--- config.mk ---
export PLATFORM = sky130hd
export DESIGN_NAME = regulator_mode_and_low_voltage_monitor
export DESIGN_NICKNAME = d
export VERILOG_FILES = /design/src/verilog/regulator_pkg.sv /design/src/verilog/level_sync.sv /design/src/verilog/regulator_mode_and_low_voltage_monitor.sv
export SDC_FILE = /design/constraint.sdc
export NUM_CORES = 1
export LEC_CHECK = 0
export BUFFER_PORTS_ARGS = -buffer_cell sky130_fd_sc_hd__buf_2
export CORE_AREA = 3 3 59 61
export DETAILED_ROUTE_END_ITERATION = 10
export DIE_AREA = 0 0 62 64
export PLACE_DENSITY = 0.81
export SETUP_SLACK_MARGIN = 0.05
export SYNTH_ARGS = -nofsm -noshare
export SYNTH_HDL_FRONTEND = slang
export SYNTH_HIERARCHICAL = 1
export SYNTH_SLANG_ARGS = --single-unit
export TNS_END_PERCENT = 1
--- constraint.sdc ---
create_clock -name clk -period 2.4 [get_ports clk]
set_input_delay 0.12 -clock clk [delete_from_list [all_inputs] [get_ports clk]]
set_output_delay 0.12 -clock clk [all_outputs]
set_load 0.01 [all_outputs]
--- src/verilog/regulator_pkg.sv ---
// Notes on behaviour
// Status bit 2 is read-only, follows the monitor comparator, writes ignored.
// Status reads 1 only when supply is low in full performance mode.
// Interrupt requested while flag set and enable bit 1 is one.
// Flag bit 0 sets on every status change, rising or falling; the status drop on leaving full performance mode sets no flag.
// Flag clears only by writing one; writing zero leaves it unchanged.
// Entering reduced power mode keeps the flag unchanged.
// Detector updates status only in full performance mode.
// Power-on reset output high while core supply below threshold, all modes.
// Low-voltage reset follows core comparator, enabled only in full performance.
// Regulator-enable low means shutdown; high means full or reduced power mode.
// System must not toggle regulator-enable while the chip is powered.
// Reduced power mode during stop mode, full performance otherwise, when enabled.
// Enable and flag reset to zero; unused upper control bits read zero.
package regulator_pkg;

	localparam logic [11:0] CTRL_OFFSET   = 12'h000;
	localparam logic [11:0] IRQ_OFFSET    = 12'h004;
	localparam logic [11:0] MASK_OFFSET   = 12'h008;
	localparam int          CTRL_WIDTH    = 8;
	localparam int          STATUS_BIT    = 2;
	localparam int          ENABLE_BIT    = 1;
	localparam int          FLAG_BIT      = 0;
	localparam int          IRQ_WIDTH     = 2;
	localparam int          IRQ_LV_BIT    = 0;
	localparam int          IRQ_MODE_BIT  = 1;
	localparam logic [7:0]  CTRL_RESET    = 8'h00;
	localparam logic [1:0]  IRQ_RESET     = 2'h0;

	typedef enum logic [1:0] {
		MODE_SHUTDOWN = 2'b00,
		MODE_FULL     = 2'b01,
		MODE_REDUCED  = 2'b10
	} regulator_mode_e;

endpackage : regulator_pkg
--- src/verilog/level_sync.sv ---
`timescale 1ns/1ps
module level_sync (
	// Clock and reset
	input  wire logic clk,
	input  wire logic rst_b,
	// Level crossing
	input  wire logic asyncIn,
	output logic      syncOut
);
	logic stage1;
	logic next_stage1;
	logic next_syncOut;

	always_comb begin
		next_stage1  = asyncIn;
		next_syncOut = stage1;
	end

	always_ff @(posedge clk or negedge rst_b) begin
		if (!rst_b) begin
			stage1  <= 1'b0;
			syncOut <= 1'b0;
		end else begin
			stage1  <= next_stage1;
			syncOut <= next_syncOut;
		end
	end
endmodule : level_sync

--- src/verilog/regulator_mode_and_low_voltage_monitor.sv ---
`timescale 1ns/1ps
module regulator_mode_and_low_voltage_monitor
	import regulator_pkg::*;
(
	// Clock and reset
	input  wire logic        clk,
	input  wire logic        rst_b,
	// APB slave
	input  wire logic        psel,
	input  wire logic        penable,
	input  wire logic        pwrite,
	input  wire logic [11:0] paddr,
	input  wire logic [31:0] pwdata,
	input  wire logic [3:0]  pstrb,
	output logic      [31:0] prdata,
	output logic             pready,
	output logic             pslverr,
	// Analog comparators and chip state
	input  wire logic        supplyLowCmp,
	input  wire logic        coreBelowPorCmp,
	input  wire logic        coreBelowLvrCmp,
	input  wire logic        regulator_enable_in,
	input  wire logic        stopMode,
	// Outputs to reset generator, interrupt controller and regulator mode
	output logic             powerOnReset,
	output logic             low_voltage_reset,
	output logic             low_voltage_interrupt,
	output logic             irqOut,
	output logic [1:0]       regulatorMode
);
	logic supplyLowSync;
	logic porSync;
	logic lvrSync;
	logic enableSync;
	logic stopSync;

	level_sync syncSupply (.clk(clk), .rst_b(rst_b), .asyncIn(supplyLowCmp),
		.syncOut(supplyLowSync));
	level_sync syncPor (.clk(clk), .rst_b(rst_b), .asyncIn(coreBelowPorCmp),
		.syncOut(porSync));
	level_sync syncLvr (.clk(clk), .rst_b(rst_b), .asyncIn(coreBelowLvrCmp),
		.syncOut(lvrSync));
	level_sync syncEnable (.clk(clk), .rst_b(rst_b), .asyncIn(regulator_enable_in),
		.syncOut(enableSync));
	level_sync syncStop (.clk(clk), .rst_b(rst_b), .asyncIn(stopMode),
		.syncOut(stopSync));

	regulator_mode_e mode;
	regulator_mode_e next_mode;
	logic            lowVoltageStatus;
	logic            next_lowVoltageStatus;
	logic            low_voltage_irq_enable;
	logic            next_low_voltage_irq_enable;
	logic            low_voltage_irq_flag;
	logic            next_low_voltage_irq_flag;
	logic [1:0]      irqStatus;
	logic [1:0]      next_irqStatus;
	logic [1:0]      irqMask;
	logic [1:0]      next_irqMask;
	logic            next_powerOnReset;
	logic            next_low_voltage_reset;
	logic [31:0]     next_prdata;
	logic            access;
	logic            writeAccess;
	logic            hitCtrl;
	logic            hitIrq;
	logic            hitMask;
	logic            statusChange;
	logic            modeChange;

	always_comb begin
		access      = psel && penable;
		writeAccess = access && pwrite && pstrb[0];
		hitCtrl     = (paddr == CTRL_OFFSET);
		hitIrq      = (paddr == IRQ_OFFSET);
		hitMask     = (paddr == MASK_OFFSET);
	end

	// Mode selection from enable and stop inputs.
	always_comb begin
		if (!enableSync) begin
			next_mode = MODE_SHUTDOWN;
		end else if (stopSync) begin
			next_mode = MODE_REDUCED;
		end else begin
			next_mode = MODE_FULL;
		end
	end

	// Low-voltage status, flag and enable.
	always_comb begin
		if (mode == MODE_FULL) begin
			next_lowVoltageStatus = supplyLowSync;
		end else begin
			next_lowVoltageStatus = 1'b0;
		end
		statusChange = (mode == MODE_FULL) && (next_lowVoltageStatus != lowVoltageStatus);
		next_low_voltage_irq_flag = low_voltage_irq_flag;
		if (writeAccess && hitCtrl && pwdata[FLAG_BIT]) begin
			next_low_voltage_irq_flag = 1'b0;
		end
		if (statusChange) begin
			next_low_voltage_irq_flag = 1'b1;
		end
		next_low_voltage_irq_enable = low_voltage_irq_enable;
		if (writeAccess && hitCtrl) begin
			next_low_voltage_irq_enable = pwdata[ENABLE_BIT];
		end
	end

	always_ff @(posedge clk or negedge rst_b) begin
		if (!rst_b) begin
			mode                   <= MODE_SHUTDOWN;
			lowVoltageStatus       <= 1'b0;
			low_voltage_irq_flag   <= 1'b0;
			low_voltage_irq_enable <= 1'b0;
		end else begin
			mode                   <= next_mode;
			lowVoltageStatus       <= next_lowVoltageStatus;
			low_voltage_irq_flag   <= next_low_voltage_irq_flag;
			low_voltage_irq_enable <= next_low_voltage_irq_enable;
		end
	end

	// Reset outputs.
	always_comb begin
		next_powerOnReset      = porSync;
		next_low_voltage_reset = (mode == MODE_FULL) && lvrSync;
	end

	always_ff @(posedge clk or negedge rst_b) begin
		if (!rst_b) begin
			powerOnReset      <= 1'b1;
			low_voltage_reset <= 1'b0;
		end else begin
			powerOnReset      <= next_powerOnReset;
			low_voltage_reset <= next_low_voltage_reset;
		end
	end

	// Sticky event register with write-one-to-clear and a mask.
	always_comb begin
		modeChange     = (next_mode != mode);
		next_irqStatus = irqStatus;
		if (writeAccess && hitIrq) begin
			next_irqStatus = irqStatus & ~pwdata[IRQ_WIDTH-1:0];
		end
		if (statusChange) begin
			next_irqStatus[IRQ_LV_BIT] = 1'b1;
		end
		if (modeChange) begin
			next_irqStatus[IRQ_MODE_BIT] = 1'b1;
		end
		next_irqMask = irqMask;
		if (writeAccess && hitMask) begin
			next_irqMask = pwdata[IRQ_WIDTH-1:0];
		end
	end

	always_ff @(posedge clk or negedge rst_b) begin
		if (!rst_b) begin
			irqStatus <= IRQ_RESET;
			irqMask   <= IRQ_RESET;
		end else begin
			irqStatus <= next_irqStatus;
			irqMask   <= next_irqMask;
		end
	end

	// Read data.
	always_comb begin
		next_prdata = 32'h0000_0000;
		if (psel && !penable && !pwrite) begin
			if (hitCtrl) begin
				next_prdata[STATUS_BIT] = lowVoltageStatus;
				next_prdata[ENABLE_BIT] = low_voltage_irq_enable;
				next_prdata[FLAG_BIT]   = low_voltage_irq_flag;
			end else if (hitIrq) begin
				next_prdata[IRQ_WIDTH-1:0] = irqStatus;
			end else if (hitMask) begin
				next_prdata[IRQ_WIDTH-1:0] = irqMask;
			end
		end else if (access) begin
			next_prdata = prdata;
		end
	end

	always_ff @(posedge clk or negedge rst_b) begin
		if (!rst_b) begin
			prdata <= 32'h0000_0000;
		end else begin
			prdata <= next_prdata;
		end
	end

	always_comb begin
		pready                = 1'b1;
		pslverr               = access && !(hitCtrl || hitIrq || hitMask);
		low_voltage_interrupt = low_voltage_irq_enable && low_voltage_irq_flag;
		irqOut                = |(irqStatus & irqMask);
		regulatorMode         = mode;
	end
endmodule : regulator_mode_and_low_voltage_monitor

==> reports/metrics.yaml <==
outcome: "completed"
syn_inst: 112
critPathKind: "reg -> out"
dr_total_vias: 821
firstDrtPassIters: 4
tritoncts: "done"
synth_top_cell_by_area: "dfrtp_1"
grt.total_usage_pct: 10.6
drt_iter0_drc: 12
grt-ovfl-total: 0
cts_num_sinks: 24
whs_path_depth: 2
fp.dieW_microns: 62
setup_ws_ns: 1.19
tns_ns: 0
synth_seq_cells: 24
synthArstFlopShare_pct: 100
fin_util_pct: 46.4
placed_area_sq_um: 1310
nNetsFinal: 212
pwr-share-clk_pct: 28.1
p_sw_mw: 0.172
die_h_microns: 64
comb_power_share_pct: 12.9
endpoint_kind: "primary output"
routabilityCongestion: 0.696
yosysSeqAreaShare_pct: 49.6
min_path_type: "in -> reg"
p_int_mw: 0.544
post-place-ws_ns: 0.920
numCtsBuffers: 3
maxSlewViolCount: 0
clock_skew_ns: 0.00164
synth_area_sq_um: 1210
power.density_nw_per_um2: 509
place_inst: 187
p_total_mw: 0.716
ys_warn_count: 6
grt_antenna_before_repair: 0
postCtsSetupRepairBufs: 0
ff2ff_path_depth: 4
ir_drop_mv: 0.353
fp-row-count: 20
clock_latency_ns: 0.30
initial_core_util_pct: 40.0
ys_top_cells_by_count: "buf_4 (31), dfrtp_1 (23), nand2_1 (10), nor2b_1 (6), nor2_1 (5)"
cts_root_buffer: "clkbuf_4"
htreeDepth: 1
first_global_vias: 791
dp_hpwl_microns: 1650
finalWirelength_microns: 2060
synth_edf_count: 0
yosys.area.top_type_share_pct: 47.5
hold_violations: 0
postRouteAntennaNets: 0
synthTopCellsByArea: "dfrtp_1 (47%), buf_4 (19%), nor4_4 (3.5%)"
layout-drive-gt1-share_pct: 29.4
cellLeakagePower_nw: 0.712
post_cts_resized: 0
post_drt_wl_per_cell_microns: 10.4
timing.hold.ws_ns: 0.0774
min_period_over_period_pct: 50.4
clock_path_buffers: 2
fin_area_sq_um: 1410
ctsHoldBuffers: 6
max_clock_freq_ghz: 0.826
critPathArrivalTime_ns: 1.09
synthFlopType: "dfrtp_1"
diodes: 0
start_kind: "flip-flop"
yosysUniqueCellTypes: 27
avgSynthCellArea_sq_um: 10.8
grt_pass1_wl_microns: 3150
drc: 0
slew-limit-headroom_pct: 66.4
die_area_sq_um: 3970
yosysMostFrequentCell: "buf_4"
tightest_slew_ns: 0.504
cp.required_ns: 2.28
design.core.area_sq_um: 3030
rsz0062_at_grt: "no"
grt_start_max_net_pins: 25
seqPwrFrac_pct: 59.0
finalSetupViolCount: 0
via_per_inst: 4.17
clk_pin_slew_ns: 0.12
syn2layout_area_growth_pct: 16.0
path_max_fanout: 3
netSwitchingFraction_pct: 24.0
numPortBuffers: 34
post-route-min-period_ns: 1.21
max-cap-violations: 0
pin_count: 98
final-instance-count-excl-fill: 197
routing by layer:
layer | share of wire, % | vias to the layer above | wire length, microns | GRT usage (%)
met1 | 37 | 367 | 769 | 11.0
met3 | 11 | 2 | 226 | 3.03
met5 | 0 | - | 0 | 0
met4 | 0.68 | 0 | 14 | 3.98
li1 | - | 400 | - | -
met2 | 51 | 52 | 1050 | 19.2
registers in the layout, indices dropped and copies added (netlist names), 2 cells and up:
signal         flops
irqStatus          2
regulatorMode      2
irqMask            2
prdata             3
area by class of cell:
type / instances / area (sq um)
fill: 300 / 1620
sequential: 24 / 602
multi-input combinational: 84 / 479
timing repair buffer: 40 / 230
tap: 44 / 55.1
clock buffer: 4 / 36.3
inverter: 1 / 3.75
path summary, 6_finish.rpt:
kind                                                   startpoint  slack [ns]                                  to
worst max-delay path                     irqStatus[1]$_DFFE_PN0P_        1.19                              irqOut
worst min-delay path                                    pwdata[1]        0.08  low_voltage_irq_enable$_DFFE_PN0P_
worst max register to register             irqMask[1]$_DFFE_PN0P_        1.27               prdata[1]$_DFFE_PN0P_
worst min register to register  syncEnable/next_syncOut$_DFF_PN0_        0.36        syncEnable/syncOut$_DFF_PN0_
max in group asynchronous                                   rst_b        1.74              powerOnReset$_DFF_PN1_
min in group asynchronous                                   rst_b        0.30        syncSupply/syncOut$_DFF_PN0_
kinds of logic after synthesis:
group,Yosys count,share of synthesized area [%]
AND/OR/NAND/NOR,36,18.5
buffers and inverters,32,19.5
flip-flops,24,49.6
AO/OA/AOI/OAI,12,6.61
multiplexers,5,4.44
other,2,0.619
XOR/XNOR,1,0.723
power groups by stage:
stage,Combinational [mW],Sequential [mW],Clock [mW]
final,0.0921,0.423,0.201
after global routing,0.106,0.425,0.228
after CTS,0.0919,0.423,0.213
after detailed placement,0.0844,0.431,0
after global placement,0.0827,0.430,0
after floorplan,0.0782,0.431,0
worst max-delay path: stages (launching register included):
cell and delay [ns]:
dfrtp_1 0.42, a22o_1 0.23, buf_2 0.14
cells in the final DEF, fill, tap and decap left out:
| master | netlist | layout |
|---|---|---|
| o21ai_0 | 3 | 3 |
| and2_1 | 4 | 4 |
| buf_2 | 0 | 34 |
| clkbuf_8 | 0 | 1 |
| mux2_2 | 3 | 3 |
| and4_1 | 1 | 1 |
| o2bb2ai_1 | 1 | 1 |
| nand3_1 | 1 | 1 |
| nor3b_2 | 1 | 1 |
| dfstp_2 | 1 | 1 |
| and3_1 | 2 | 2 |
| mux2i_1 | 2 | 2 |
| a32o_1 | 1 | 1 |
| a21boi_0 | 1 | 1 |
| nor4_4 | 2 | 2 |
| conb_1 | 2 | 30 |
| inv_1 | 1 | 1 |
| nor2_1 | 5 | 5 |
| a22o_1 | 1 | 1 |
| nor2b_1 | 6 | 6 |
| o22ai_1 | 1 | 1 |
| a32oi_1 | 1 | 1 |
| clkbuf_4 | 0 | 3 |
| xor2_1 | 1 | 1 |
| nand4_1 | 3 | 3 |
| dfrtp_1 | 23 | 23 |
| a21oi_1 | 3 | 3 |
| nor3_1 | 1 | 1 |
| nand2_1 | 10 | 10 |
| dlygate4sd3_1 | 0 | 6 |
Power figures use the tool's default switching activity.
